--- src/verilog/fxc_pkg.sv ---
// Shared constants for the coprocessor exception and escape-issue block.
// Assumes a single 25 MHz clock and an active-low asynchronous reset.
`default_nettype none
package fxc_pkg;
    // Interrupt vectors raised by the host side
    localparam logic [7:0] VEC_UNAVAIL = 8'h07;
    localparam logic [7:0] VEC_SEG_OVERRUN = 8'h09;
    localparam logic [7:0] VEC_GEN_PROT = 8'h0D;
    // Instruction classes offered to the issue port
    localparam logic [3:0] OP_ARITH = 4'h0;
    localparam logic [3:0] OP_LOAD = 4'h1;
    localparam logic [3:0] OP_COMPARE = 4'h2;
    localparam logic [3:0] OP_INT_STORE = 4'h3;
    localparam logic [3:0] OP_DEC_STORE = 4'h4;
    localparam logic [3:0] OP_SQRT_DIV_REM = 4'h5;
    localparam logic [3:0] OP_SPLIT = 4'h6;
    localparam logic [3:0] OP_TRANSC = 4'h7;
    localparam logic [3:0] OP_LOAD_CONST = 4'h8;
    localparam logic [3:0] OP_IRQ_ENABLE = 4'h9;
    localparam logic [3:0] OP_IRQ_DISABLE = 4'hA;
    localparam logic [3:0] OP_SET_PROT = 4'hB;
    localparam logic [3:0] OP_ENV_STORE = 4'hC;
    localparam logic [3:0] OP_STATE_SAVE = 4'hD;
    localparam logic [3:0] OP_TAG_WRITE = 4'hE;
    // Operand classes
    localparam logic [2:0] CL_NORMAL = 3'h0;
    localparam logic [2:0] CL_ZERO = 3'h1;
    localparam logic [2:0] CL_DENORM = 3'h2;
    localparam logic [2:0] CL_QNAN = 3'h3;
    localparam logic [2:0] CL_SNAN = 3'h4;
    localparam logic [2:0] CL_INF = 3'h5;
    localparam logic [2:0] CL_PSEUDO = 3'h6;
    // Operand precision
    localparam logic [1:0] PR_SINGLE = 2'h0;
    localparam logic [1:0] PR_DOUBLE = 2'h1;
    localparam logic [1:0] PR_EXT = 2'h2;
    // Status word bit positions
    localparam int SW_INVALID = 0;
    localparam int SW_DENORM = 1;
    localparam int SW_ZDIV = 2;
    localparam int SW_OVER = 3;
    localparam int SW_UNDER = 4;
    localparam int SW_STACK = 6;
    localparam logic [7:0] SW_RESET = 8'h00;
    // Tag values
    localparam logic [1:0] TAG_VALID = 2'h0;
    localparam logic [1:0] TAG_ZERO = 2'h1;
    localparam logic [1:0] TAG_SPECIAL = 2'h2;
    localparam logic [1:0] TAG_EMPTY = 2'h3;
    // Pointer layout selector
    localparam logic LAYOUT_REAL = 1'b0;
    localparam logic LAYOUT_PROT = 1'b1;
    // Busy duration of an accepted escape instruction
    localparam int EXEC_TIME_NS = 200;
    localparam int CLK_PERIOD_NS = 40;
    localparam int EXEC_CYCLES = (EXEC_TIME_NS + CLK_PERIOD_NS - 1) / CLK_PERIOD_NS;
    localparam logic [3:0] EXEC_CNT = 4'(EXEC_CYCLES);
    localparam logic [15:0] NEG_INF_HI = 16'hFFFF;
    localparam logic [15:0] POS_INF_HI = 16'h7FFF;
endpackage
`default_nettype wire

--- src/verilog/fxc_top.sv ---
// Host-side escape issue, fault vectors and coprocessor exception state.
// Assumes ports synchronous to ref_clk; one issue request per ready cycle.
//
// How it works
// RL1: Escape with task-switched or emulation flag set raises vector 7.
// RL2: Wait with task-switched flag set also raises vector 7.
// RL3: Operand tail beyond segment limit raises vector 9.
// RL4: Operand start beyond segment limit raises vector 13.
// RL5: Next escape waits until coprocessor busy clears; no explicit wait.
// RL6: Legacy interrupt enable and disable opcodes change nothing.
// RL7: Set-protected opcode is ignored.
// RL8: Saved instruction address points at first prefix byte.
// RL9: Protected mode saves no opcode and uses protected pointer layout.
// RL10: Environment store and state save layout follows current mode.
// RL11: Split of zero flags zero-divide and puts minus infinity in second register.
// RL12: Stack-fault bit marks invalid from stack underflow or overflow.
// RL13: Extended-precision load never reports denormal.
// RL14: Single or double denormal load flags denormal; signaling NaN flags invalid.
// RL15: Only quiet NaNs produced; compare and integer/decimal stores trap quiet NaNs.
// RL16: Square root, divide, remainder, conversions normalize denormals first.
// RL17: Infinity arithmetic is affine only, signed infinities.
// RL18: Constant loads use current rounding control.
// RL19: Software tag writes accepted only as empty; others recomputed.
// RL20: Pseudo and unnormal encodings are not valid data.
// RL21: Masked overflow or underflow result follows rounding mode.
// RL22: Denormal has no top priority; transcendental and split may flag it.
// RL23: Busy holds from acceptance until instruction finishes.
`default_nettype none
module fxc_top (
    // Clock and reset
    input wire logic ref_clk,
    input wire logic rst_n,
    // Machine status
    input wire logic task_switched_flag,
    input wire logic emulation_flag,
    input wire logic prot_mode,
    // Issue request
    input wire logic esc_req,
    input wire logic wait_req,
    input wire logic [3:0] esc_op,
    input wire logic [2:0] opnd_class,
    input wire logic [1:0] opnd_prec,
    input wire logic opnd_sign,
    input wire logic [15:0] opnd_start,
    input wire logic [15:0] opnd_last,
    input wire logic [15:0] seg_limit,
    input wire logic [15:0] instr_addr,
    input wire logic [15:0] prefix_addr,
    input wire logic has_prefix,
    input wire logic [10:0] opcode_in,
    input wire logic stack_err,
    input wire logic [1:0] round_ctl,
    input wire logic ovf_mask,
    input wire logic unf_mask,
    input wire logic ovf_evt,
    input wire logic unf_evt,
    input wire logic [2:0] tag_idx,
    input wire logic [1:0] tag_wdata,
    input wire logic [1:0] tag_actual,
    input wire logic sw_clear,
    // Issue answer
    output logic issue_ready,
    output logic accepted,
    output logic fault_valid,
    output logic [7:0] fault_vec,
    // Coprocessor state
    output logic busy,
    output logic [7:0] status_word,
    output logic [15:0] saved_ip,
    output logic [10:0] saved_opcode,
    output logic saved_layout,
    output logic [15:0] st1_hi,
    output logic [1:0] const_round,
    output logic [1:0] result_round,
    output logic [15:0] tag_word
);
    logic [7:0] sw_r;
    logic [7:0] sw_nxt;
    logic fv_r;
    logic [7:0] vec_r;
    logic acc_r;
    logic [15:0] ip_r;
    logic [10:0] opc_r;
    logic lay_r;
    logic [15:0] st1_r;
    logic [1:0] cr_r;
    logic [1:0] rr_r;
    logic [15:0] tag_r;
    logic c_inv;
    logic c_den;
    logic c_zdiv;
    logic c_norm;

    function automatic logic beyond(input logic [15:0] a, input logic [15:0] lim);
        beyond = (a > lim);
    endfunction

    fxc_busy_timer u_busy (
        .ref_clk(ref_clk),
        .rst_n(rst_n),
        .start(accepted),
        .busy(busy)
    );

    fxc_exc_classify u_cls (
        .op(esc_op),
        .opnd_class(opnd_class),
        .opnd_prec(opnd_prec),
        .invalid(c_inv),
        .denorm(c_den),
        .zdiv(c_zdiv),
        .normalize(c_norm)
    );

    // Issue decode
    assign issue_ready = !busy; // see RL5
    wire esc_go = esc_req && issue_ready; // see RL5
    wire unavail = (esc_go && (task_switched_flag || emulation_flag)) || // see RL1
        (wait_req && task_switched_flag); // see RL2
    wire start_bad = esc_go && beyond(opnd_start, seg_limit); // see RL4
    wire tail_bad = esc_go && !beyond(opnd_start, seg_limit) &&
        beyond(opnd_last, seg_limit); // see RL3
    wire any_fault = unavail || start_bad || tail_bad;
    wire [7:0] vec_sel = unavail ? fxc_pkg::VEC_UNAVAIL :
        (start_bad ? fxc_pkg::VEC_GEN_PROT : fxc_pkg::VEC_SEG_OVERRUN);
    wire is_nop = (esc_op == fxc_pkg::OP_IRQ_ENABLE) || // see RL6
        (esc_op == fxc_pkg::OP_IRQ_DISABLE) || (esc_op == fxc_pkg::OP_SET_PROT); // see RL7
    assign accepted = esc_go && !any_fault;
    wire exec = accepted && !is_nop && (esc_op != fxc_pkg::OP_TAG_WRITE);
    wire tag_wr = accepted && (esc_op == fxc_pkg::OP_TAG_WRITE);
    wire env_op = (esc_op == fxc_pkg::OP_ENV_STORE) || (esc_op == fxc_pkg::OP_STATE_SAVE);

    // Status word next value; sticky until cleared, set wins over clear
    wire stack_inv = exec && stack_err; // see RL12
    wire inv_evt = (exec && c_inv) || stack_inv;
    wire ovf_hit = exec && ovf_evt;
    wire unf_hit = exec && unf_evt;
    always_comb begin
        sw_nxt = sw_clear ? fxc_pkg::SW_RESET : sw_r;
        if (inv_evt) sw_nxt[fxc_pkg::SW_INVALID] = 1'b1; // see RL15
        if (exec && c_den && !c_norm) sw_nxt[fxc_pkg::SW_DENORM] = 1'b1; // see RL22
        if (exec && c_zdiv) sw_nxt[fxc_pkg::SW_ZDIV] = 1'b1; // see RL11
        if (ovf_hit) sw_nxt[fxc_pkg::SW_OVER] = 1'b1;
        if (unf_hit) sw_nxt[fxc_pkg::SW_UNDER] = 1'b1;
        if (stack_inv) sw_nxt[fxc_pkg::SW_STACK] = 1'b1; // see RL12
    end

    // Saved pointers: prefix address when present, no opcode in protected mode
    wire [15:0] ip_sel = has_prefix ? prefix_addr : instr_addr; // see RL8
    wire [10:0] opc_sel = prot_mode ? 11'h000 : opcode_in; // see RL9
    wire lay_sel = prot_mode ? fxc_pkg::LAYOUT_PROT : fxc_pkg::LAYOUT_REAL; // see RL9, RL10
    // Affine model: infinity keeps its sign; split of zero gives minus infinity
    wire [15:0] st1_sel = (esc_op == fxc_pkg::OP_SPLIT && opnd_class == fxc_pkg::CL_ZERO) ?
        fxc_pkg::NEG_INF_HI : // see RL11
        (opnd_sign ? fxc_pkg::NEG_INF_HI : fxc_pkg::POS_INF_HI); // see RL17
    wire st1_upd = exec && ((esc_op == fxc_pkg::OP_SPLIT && opnd_class == fxc_pkg::CL_ZERO) ||
        opnd_class == fxc_pkg::CL_INF);
    // Tag write: empty kept, anything else takes the real register contents
    wire [1:0] tag_val = (tag_wdata == fxc_pkg::TAG_EMPTY) ? fxc_pkg::TAG_EMPTY :
        tag_actual; // see RL19
    wire [15:0] tag_mask = 16'h0003 << {tag_idx, 1'b0};
    wire [15:0] tag_nxt = (tag_r & ~tag_mask) | ({14'h0000, tag_val} << {tag_idx, 1'b0});
    wire mask_round = (ovf_hit && ovf_mask) || (unf_hit && unf_mask); // see RL21

    always_ff @(posedge ref_clk or negedge rst_n) begin
        if (!rst_n) begin
            sw_r <= fxc_pkg::SW_RESET;
            fv_r <= 1'b0;
            vec_r <= 8'h00;
            acc_r <= 1'b0;
        end else begin
            sw_r <= sw_nxt;
            fv_r <= any_fault;
            vec_r <= any_fault ? vec_sel : vec_r;
            acc_r <= accepted;
        end
    end

    always_ff @(posedge ref_clk or negedge rst_n) begin
        if (!rst_n) begin
            ip_r <= 16'h0000;
            opc_r <= 11'h000;
            lay_r <= fxc_pkg::LAYOUT_REAL;
        end else if (exec && !env_op) begin
            ip_r <= ip_sel; // see RL8
            opc_r <= opc_sel; // see RL9
            lay_r <= lay_sel;
        end else if (accepted && env_op) begin
            lay_r <= lay_sel; // see RL10
        end
    end

    always_ff @(posedge ref_clk or negedge rst_n) begin
        if (!rst_n) begin
            st1_r <= 16'h0000;
            cr_r <= 2'h0;
            rr_r <= 2'h0;
            tag_r <= 16'hFFFF;
        end else begin
            if (st1_upd) st1_r <= st1_sel;
            if (exec && esc_op == fxc_pkg::OP_LOAD_CONST) cr_r <= round_ctl; // see RL18
            if (mask_round) rr_r <= round_ctl; // see RL21
            if (tag_wr) tag_r <= tag_nxt; // see RL19
        end
    end

    assign status_word = sw_r;
    assign fault_valid = fv_r;
    assign fault_vec = vec_r;
    assign saved_ip = ip_r;
    assign saved_opcode = opc_r;
    assign saved_layout = lay_r;
    assign st1_hi = st1_r;
    assign const_round = cr_r;
    assign result_round = rr_r;
    assign tag_word = tag_r;

    a_unavail_vec: assert property (@(posedge ref_clk) disable iff (!rst_n)
        (esc_req && !busy && (task_switched_flag || emulation_flag)) |=>
        fault_valid && fault_vec == 8'h07) else $error("vector 7 missing"); // see RL1
    a_wait_vec: assert property (@(posedge ref_clk) disable iff (!rst_n)
        (wait_req && task_switched_flag) |=> fault_valid && fault_vec == 8'h07)
        else $error("wait vector 7 missing"); // see RL2
    a_tail_vec: assert property (@(posedge ref_clk) disable iff (!rst_n)
        (esc_req && !busy && !task_switched_flag && !emulation_flag && !wait_req &&
        opnd_start <= seg_limit && opnd_last > seg_limit) |=> fault_vec == 8'h09)
        else $error("vector 9 missing"); // see RL3
    a_start_vec: assert property (@(posedge ref_clk) disable iff (!rst_n)
        (esc_req && !busy && !task_switched_flag && !emulation_flag && !wait_req &&
        opnd_start > seg_limit) |=> fault_vec == 8'h0D)
        else $error("vector 13 missing"); // see RL4
    a_no_issue_busy: assert property (@(posedge ref_clk) disable iff (!rst_n)
        busy |-> !accepted) else $error("issue while busy"); // see RL5
    a_nop_still: assert property (@(posedge ref_clk) disable iff (!rst_n)
        (accepted && is_nop && !sw_clear) |=> $stable(status_word) && $stable(saved_ip))
        else $error("nop changed state"); // see RL6
    a_prot_noopc: assert property (@(posedge ref_clk) disable iff (!rst_n)
        (exec && !env_op && prot_mode) |=> saved_opcode == 11'h000 && saved_layout)
        else $error("opcode saved in protected mode"); // see RL9
    a_split_zero: assert property (@(posedge ref_clk) disable iff (!rst_n)
        (exec && esc_op == fxc_pkg::OP_SPLIT && opnd_class == fxc_pkg::CL_ZERO) |=>
        status_word[2] && st1_hi == 16'hFFFF) else $error("split zero wrong"); // see RL11
    a_ext_noden: assert property (@(posedge ref_clk) disable iff (!rst_n)
        (exec && esc_op == fxc_pkg::OP_LOAD && opnd_prec == fxc_pkg::PR_EXT &&
        !sw_r[1] && !sw_clear) |=> !status_word[1]) else $error("ext load denormal"); // see RL13
    a_stack_sf: assert property (@(posedge ref_clk) disable iff (!rst_n)
        (exec && stack_err) |=> status_word[6] && status_word[0])
        else $error("stack fault not set"); // see RL12
    c_fault7: cover property (@(posedge ref_clk) disable iff (!rst_n)
        fault_valid && fault_vec == 8'h07);
    c_back_issue: cover property (@(posedge ref_clk) disable iff (!rst_n)
        accepted ##[1:8] accepted);
    c_split: cover property (@(posedge ref_clk) disable iff (!rst_n) exec && c_zdiv);
    c_tag: cover property (@(posedge ref_clk) disable iff (!rst_n) tag_wr);
endmodule
`default_nettype wire

--- src/verilog/fxc_busy_timer.sv ---
// Busy timer: holds busy from acceptance until the instruction finishes.
// Assumes start pulses come only while busy is low.
`default_nettype none
module fxc_busy_timer (
    // Clock and reset
    input wire logic ref_clk,
    input wire logic rst_n,
    // Control
    input wire logic start,
    output logic busy
);
    logic [3:0] cnt_r;
    logic [3:0] cnt_nxt;
    assign cnt_nxt = start ? fxc_pkg::EXEC_CNT : (cnt_r != 4'h0 ? cnt_r - 4'h1 : 4'h0);
    assign busy = (cnt_r != 4'h0);
    always_ff @(posedge ref_clk or negedge rst_n) begin
        if (!rst_n) cnt_r <= 4'h0; // see RL23
        else cnt_r <= cnt_nxt; // see RL23
    end
    a_busy_span: assert property (@(posedge ref_clk) disable iff (!rst_n)
        start |=> busy [*5] ##1 !busy) else $error("busy span wrong"); // see RL23
endmodule
`default_nettype wire

--- src/verilog/fxc_exc_classify.sv ---
// Numeric exception classifier for one instruction and operand class.
// Purely combinational; the caller registers the flags.
`default_nettype none
module fxc_exc_classify (
    // Instruction
    input wire logic [3:0] op,
    input wire logic [2:0] opnd_class,
    input wire logic [1:0] opnd_prec,
    // Flags
    output logic invalid,
    output logic denorm,
    output logic zdiv,
    output logic normalize
);
    wire is_snan = (opnd_class == fxc_pkg::CL_SNAN);
    wire is_qnan = (opnd_class == fxc_pkg::CL_QNAN);
    wire is_den = (opnd_class == fxc_pkg::CL_DENORM);
    wire is_load = (op == fxc_pkg::OP_LOAD);
    wire is_ext = (opnd_prec == fxc_pkg::PR_EXT);
    wire qnan_strict = (op == fxc_pkg::OP_COMPARE) || (op == fxc_pkg::OP_INT_STORE) ||
        (op == fxc_pkg::OP_DEC_STORE);
    wire norm_first = (op == fxc_pkg::OP_SQRT_DIV_REM) || (op == fxc_pkg::OP_INT_STORE) ||
        (op == fxc_pkg::OP_DEC_STORE);
    wire numeric = (op == fxc_pkg::OP_ARITH) || (op == fxc_pkg::OP_COMPARE) ||
        (op == fxc_pkg::OP_SQRT_DIV_REM) || (op == fxc_pkg::OP_SPLIT) ||
        (op == fxc_pkg::OP_TRANSC) || (op == fxc_pkg::OP_INT_STORE) ||
        (op == fxc_pkg::OP_DEC_STORE);
    // Signaling NaN (except on extended loads), pseudo encodings and strict quiet-NaN users are invalid
    assign invalid = ((numeric || (is_load && !is_ext)) && is_snan) || // see RL14, RL15
        (numeric && qnan_strict && is_qnan) || // see RL15
        ((numeric || is_load) && opnd_class == fxc_pkg::CL_PSEUDO); // see RL20
    // Extended loads are not numeric and never report denormal
    assign denorm = is_den && ((is_load && !is_ext) || numeric); // see RL13, RL14, RL22
    assign zdiv = (op == fxc_pkg::OP_SPLIT) && (opnd_class == fxc_pkg::CL_ZERO); // see RL11
    assign normalize = is_den && norm_first; // see RL16
endmodule
`default_nettype wire

--- config.mk ---
export PLATFORM = sky130hd
export DESIGN_NAME = fxc_top
export DESIGN_NICKNAME = d
export VERILOG_FILES = /design/src/verilog/fxc_pkg.sv /design/src/verilog/fxc_top.sv /design/src/verilog/fxc_busy_timer.sv /design/src/verilog/fxc_exc_classify.sv
export SDC_FILE = /design/constraint.sdc
export NUM_CORES = 1
export LEC_CHECK = 0
export BUFFER_PORTS_ARGS = -buffer_cell sky130_fd_sc_hd__buf_2
export CORE_MARGIN = 3
export CORE_UTILIZATION = 46
export CTS_CLUSTER_DIAMETER = 120
export CTS_CLUSTER_SIZE = 24
export DETAILED_ROUTE_END_ITERATION = 7
export GPL_TIMING_DRIVEN = 0
export PLACE_DENSITY = 0.81
export SLEW_MARGIN = 5
export SYNTH_ARGS = -nofsm -noshare
export SYNTH_HDL_FRONTEND = slang
export SYNTH_SLANG_ARGS = --single-unit
--- constraint.sdc ---
create_clock -name ref_clk -period 2.97 [get_ports ref_clk]
set_clock_uncertainty 0.05 [all_clocks]
set_input_delay 0.1485 -clock ref_clk [delete_from_list [all_inputs] [get_ports ref_clk]]
set_output_delay 0.1485 -clock ref_clk [all_outputs]
set_load 0.005 [all_outputs]
# Word-level counts from Yosys, hierarchy flattened
# Cells that the tools add are included.
[word_totals] regBits=83 inputBits=124 output_inout_bits=84 wordCells=137
[op_classes] n_addsub=1 magnitude_cmp=2 n_eq_ne=23 shift=2 mux=19 n_bitwise=3 n_reduce_logical=71
[op_table] operator="$mux 16" count=3
[op_table] operator="$gt 16x16->1" count=2
[op_table] operator="$logic_and 1x1->1" count=31
[op_table] operator="$eq 4x4->1 const B" count=7
[op_table] operator="$logic_or 1x1->1" count=24
[op_table] operator="$and 16x16->16" count=1
[op_table] operator="$eq 4x3->1 const B" count=4
[op_table] operator="$not 16->16" count=1
[op_table] operator="$or 16x16->16" count=1
[op_table] operator="$shl 2x4->16" count=1
[op_table] operator="$shl 2x4->16 const A" count=1
[op_table] operator="$reduce_bool 2->1" count=7
[op_table] operator="$mux 4" count=3
[op_table] operator="$mux 11" count=1
[op_table] operator="$eq 3x3->1 const B" count=3
[op_table] operator="$mux 1" count=9
[op_table] operator="$eq 4x2->1 const B" count=2
[op_table] operator="$logic_not 1->1" count=7
[op_table] operator="$mux 7" count=1
[op_table] operator="$eq 3x2->1 const B" count=2
[op_table] operator="$eq 2x2->1 const B" count=2
[op_table] operator="$eq 4x1->1 const B" count=1
[op_table] operator="$logic_not 4->1" count=1
[op_table] operator="$ne 4x4->1 const B" count=1
[op_table] operator="other kinds (5)" count=5

# Longest topological paths before layout
[logic_depth] depth_word=14 ltp_mapped=9 mapped_depth_nobuf=8

# Hierarchy
# From an unflattened synthesis, not the netlist that was laid out.
[hier_totals] cells_unflattened=397 area_unflattened_um2=4204.0
[by_module_without_submodules] mod="fxc_top" instances=1 cells_each=362 area_each_um2=3886.2 seq_area_each_um2=1546.5
[by_module_without_submodules] mod="fxc_busy_timer" instances=1 cells_each=18 area_each_um2=197.7 seq_area_each_um2=100.1
[by_module_without_submodules] mod="fxc_exc_classify" instances=1 cells_each=17 area_each_um2=120.1 seq_area_each_um2=0.0

# Least setup slack after synthesis
# OpenSTA, ideal clock, no wires.
[synth_path] path_type="register to register" from="reg u_busy.cnt_r[0]" to="reg ip_r[10] (netlist: saved_ip[10])" setup_time_ps=125 arrival_time_ps=2279 t_required_ps=2795 setup_slack_ps=516 stages_incl_launch_ff=10 n_path_buf=1 synth_period_minus_slack_ps=2454 cell_sequence="dfrtp_1 inv_1 ha_1 and4bb_2 nand2b_2 a31o_2 a31o_2 nor3_4 buf_6 mux2_2"
[synth_between] elab_chain_cells=12 word_cells_on_any_way=15 cone_classes="reduce/logical (15)"
[synth_lines] item="start: declaration" line_no="fxc_busy_timer.sv:12" rtl="logic [3:0] cnt_r;"
[synth_lines] item="start signal: assignment" line_no="fxc_busy_timer.sv:18" rtl="else cnt_r <= cnt_nxt;"
[synth_lines] item="$reduce_bool 4->1 *" line_no="fxc_busy_timer.sv:15" rtl="assign busy = (cnt_r != 4'h0);"
[synth_lines] item="$logic_not 1->1 *" line_no="fxc_top.sv:116" rtl="assign issue_ready = !busy;"
[synth_lines] item="$logic_and 1x1->1 *" line_no="fxc_top.sv:117" rtl="wire esc_go = esc_req && issue_ready;"
[synth_lines] item="$logic_and 1x1->1" line_no="fxc_top.sv:118" rtl="wire unavail = (esc_go && (task_switched_flag || emulation_flag)) ||"
[synth_lines] item="$logic_or 1x1->1" line_no="fxc_top.sv:118"
[synth_lines] item="$logic_or 1x1->1 (2 in series)" line_no="fxc_top.sv:123" rtl="wire any_fault = unavail || start_bad || tail_bad;"
[synth_lines] item="$logic_not 1->1" line_no="fxc_top.sv:128" rtl="assign accepted = esc_go && !any_fault;"
[synth_lines] item="$logic_and 1x1->1 *" line_no="fxc_top.sv:128"
[synth_lines] item="$logic_and 1x1->1 * (2 in series)" line_no="fxc_top.sv:129" rtl="wire exec = accepted && !is_nop && (esc_op != fxc_pkg::OP_TAG_WRITE);"
[synth_lines] item="$logic_and 1x1->1 *" line_no="fxc_top.sv:184" rtl="end else if (exec && !env_op) begin"
[synth_lines] item="end signal: assignment" line_no="fxc_top.sv:185" rtl="ip_r <= ip_sel;"
[synth_lines] item="end: declaration" line_no="fxc_top.sv:82" rtl="logic [15:0] ip_r;"
# Mark *: on every way between the ends. The rest lies on a longest branch, timed or not.
# A chain may end at the register's enable or synchronous reset.

# Final worst setup path
[layout_path] from="reg u_busy.cnt_r[0]" to="reg ip_r[13] (netlist: saved_ip[13])"
# Same word-level chain as after synthesis.

==> results.sh <==
export IMPL_port_buffers=200
export IMPL_path_delay_family="simple AND/OR/NAND/NOR gates"
export IMPL_gr_total_overflow=0
export IMPL_vias_per_cell=5.15
export IMPL_clkSlewWorstSetupHoldPaths_ps=80
export IMPL_reg2reg_from="u_busy.cnt_r[0]"
export IMPL_routed_wl_um=10600
export IMPL_path_class="reg2reg"
export IMPL_synth_flop_cell="dfrtp_1"
export IMPL_worstSetupEndpointType="flip-flop"
export IMPL_dr_total_vias=3602
export IMPL_rows=33
export IMPL_clk_latency_ps=330
export IMPL_start_kind="flip-flop"
export IMPL_worstPathArrival_ps=2890
export IMPL_grtUsageTotal_pct=21.0
export IMPL_root_buffer="clkbuf_8"
export IMPL_netlist_instances=369
export IMPL_grt_setup_unrepaired="no"
export IMPL_first_pass_iters=4
export IMPL_die_area_um2=9930
export IMPL_leakage_nw=2.99
export IMPL_cts_setup_buffers=0
export IMPL_die_x_um=99.6
export IMPL_post_drt_wl_per_cell_um=15.1
export IMPL_yosysSeqAreaShare_pct=40.8
export IMPL_worstReg2RegEnd="saved_ip[13]"
export IMPL_syn_area_per_cell_um2=10.9
export IMPL_syn2layout_area_growth_pct=34.4
export IMPL_syn_area_um2=4030
export IMPL_min_from="round_ctl[0]"
export IMPL_cts_tree="yes"
export IMPL_cts_buffer_depth=2
export IMPL_r2r_cells=9
export IMPL_period_minus_slack_ps=2720
export IMPL_finalInstanceArea_um2=5420
export IMPL_grt_start_max_net_pins=66
export IMPL_synth_cell_types=54
export IMPL_critical_path_max_fanout=10
export IMPL_hold_depth=2
export IMPL_cts_buffers=9
export IMPL_powerDensity_nw_per_um2=503
export IMPL_ys_ff_latch=65
export IMPL_h_tree_depth=3
export IMPL_finalSetupTns_ps=0
export IMPL_async_flop_share_pct=100
export IMPL_grt_pass1_vias=3767
export IMPL_worst_path_largest_cell_delay_ps=380
export IMPL_finish_utilization_pct=64.7
export IMPL_yosys_warnings=0
export IMPL_reg2reg_slack_ps=250
export IMPL_drtIter0Drc=73
export IMPL_tightest_slew_ps=810
export IMPL_placed_area_um2=5190
export IMPL_nNetsFinal=747
export IMPL_relSlewSlack_pct=46.0
export IMPL_cts_sinks=65
export IMPL_multi_input_area_um2=2110
export IMPL_die_h_um=99.6
export IMPL_initial_core_util_pct=48.1
export IMPL_maxCapViolCount=0
export IMPL_crit_top_cell="a31o_2"
export IMPL_dp_hpwl_um=8680
export IMPL_synth_edf_count=0
export IMPL_gp_congestion=0.802
export IMPL_cp_cell_sequence="inv_1, ha_1, and4bb_2, nand2b_2, a31o_2, a31o_2, nor3_4, buf_6, mux2_2"
export IMPL_drv_slew=0
export IMPL_holdCritPathClass="in2reg"
export IMPL_drtAntennaViolNets=0
export IMPL_timing_fmax_mhz=368
export IMPL_crit_buf_inv=2
export IMPL_hold_viol_final=0
export IMPL_diodes=0
export IMPL_drive_gt1_share_pct=55.8
export IMPL_final_setup_viol_count=0
export IMPL_critPathSlowestCell="dfrtp_1"
export IMPL_fin_crit_sh_pct=91.5
export IMPL_grt_antenna_before_repair=0
export IMPL_status="finished clean"
export IMPL_whs_endpoint="const_round[0]"
export IMPL_grt_pass1_wl_um=16800
export IMPL_regArea_um2=1650
export IMPL_drc=0
export IMPL_boundaryPins=208
export IMPL_fillers=693
export IMPL_crit_required_ps=3140
export IMPL_peakVddDrop_mv=0.343
export IMPL_core_area_um2=8380
cell usage in the layout (no fill, tap or decap), types with 5 or more instances in the layout:
master,synthesis,layout
o21ai_0,5,5
nand2_1,19,19
clkbuf_8,0,10
nor2_1,10,10
a21o_1,7,7
conb_1,1,6
ha_1,33,33
inv_1,29,29
dlygate4sd3_1,0,5
dfstp_2,16,16
mux2_2,62,62
buf_2,2,201
nor2b_1,14,14
nand4_1,6,6
dfrtp_1,49,49
nor3_1,15,15
buf_4,20,21
a22o_1,5,5
a21oi_1,13,13
nand3_1,8,8
timing repair:
item,in CTS,in global routing
hold endpoints to repair,53,0
gates resized for setup,0,1
setup endpoints to repair,0,1
hold buffers,5,0
final cells by class:
class / count / area share, %
plain buffers: 27 / 3.58
clock buffers: 11 / 2.61
clock inverters: 5 / 0.692
inverters: 29 / 2.01
multi-input cells: 253 / 38.9
flip-flops and latches: 65 / 30.4
well taps: 105 / 2.42
repair buffers: 205 / 19.4
power breakdown:
| group | total, mW | switching (mW) | internal, mW |
|---|---|---|---|
| Combinational | 0.864 | 0.379 | 0.485 |
| Sequential | 1.17 | 0.108 | 1.07 |
| Clock | 0.689 | 0.358 | 0.331 |
routing by layer:
layer	share of wire [%]	GRT usage, %	up-vias
met5	0	0	-
met1	39	22.8	1684
met2	51	38.7	155
met3	8.9	6.66	16
li1	-	-	1747
met4	1.5	6.51	0
worst max path at each step:
stage,start,depth (start not counted),slack [ps],end
6_report,u_busy.cnt_r[0],9,250,saved_ip[13]
2_1_floorplan,u_busy.cnt_r[0],9,520,saved_ip[10]
4_1_cts,u_busy.cnt_r[0],10,210,accepted
5_1_grt,u_busy.cnt_r[0],10,30,accepted
3_5_place_dp,seg_limit[13],10,160,saved_ip[13]
3_3_place_gp,seg_limit[15],10,240,saved_ip[3]
synthesized netlist by cell type, drive strengths merged (7+ instances only):
master | count | area, µm²
dfrtp | 49 | 1230
mux2 | 64 | 721
dfstp | 16 | 420
a21o | 7 | 52.6
nor3 | 17 | 101
a21oi | 13 | 65.1
ha | 33 | 413
nor2b | 14 | 87.6
buf | 24 | 183
inv | 29 | 109
nor2 | 10 | 37.5
nand3 | 8 | 40.0
nand2 | 19 | 71.3
through the flow:
| step | hold slack (ps) | std cells | setup WS (ps) | power [mW] |
|---|---|---|---|---|
| 2_1_floorplan | -197 | 374 | 516 | 1.64 |
| 3_3_place_gp | 335 | 679 | 241 | 2.00 |
| 3_5_place_dp | 242 | 679 | 164 | 2.04 |
| 4_1_cts | 4.63 | 700 | 205 | 2.75 |
| 5_1_grt | 16.6 | 700 | 30.3 | 2.90 |
| 6_report | 18.1 | 700 | 253 | 2.73 |
sequential cells by signal, summed over array words and instances (netlist names):
signal and count:
saved_ip 16, tag_word 16, saved_opcode 11, status_word 6, fault_vec 4, u_busy.cnt_r 4, const_round 2, result_round 2
st1_hi 2, fault_valid 1, saved_layout 1
cell families (layout without fill, tap and decap cells):
family,Yosys count,in the layout,synth area share (%)
simple gates,97,97,13.9
flops,65,65,40.8
mux,64,64,17.9
buf+inv,56,277,7.51
compound gates,53,53,9.58
fa+ha+maj,33,33,10.2
other cells,1,6,0.0930
No activity file was read; power rests on OpenSTA's default activity.
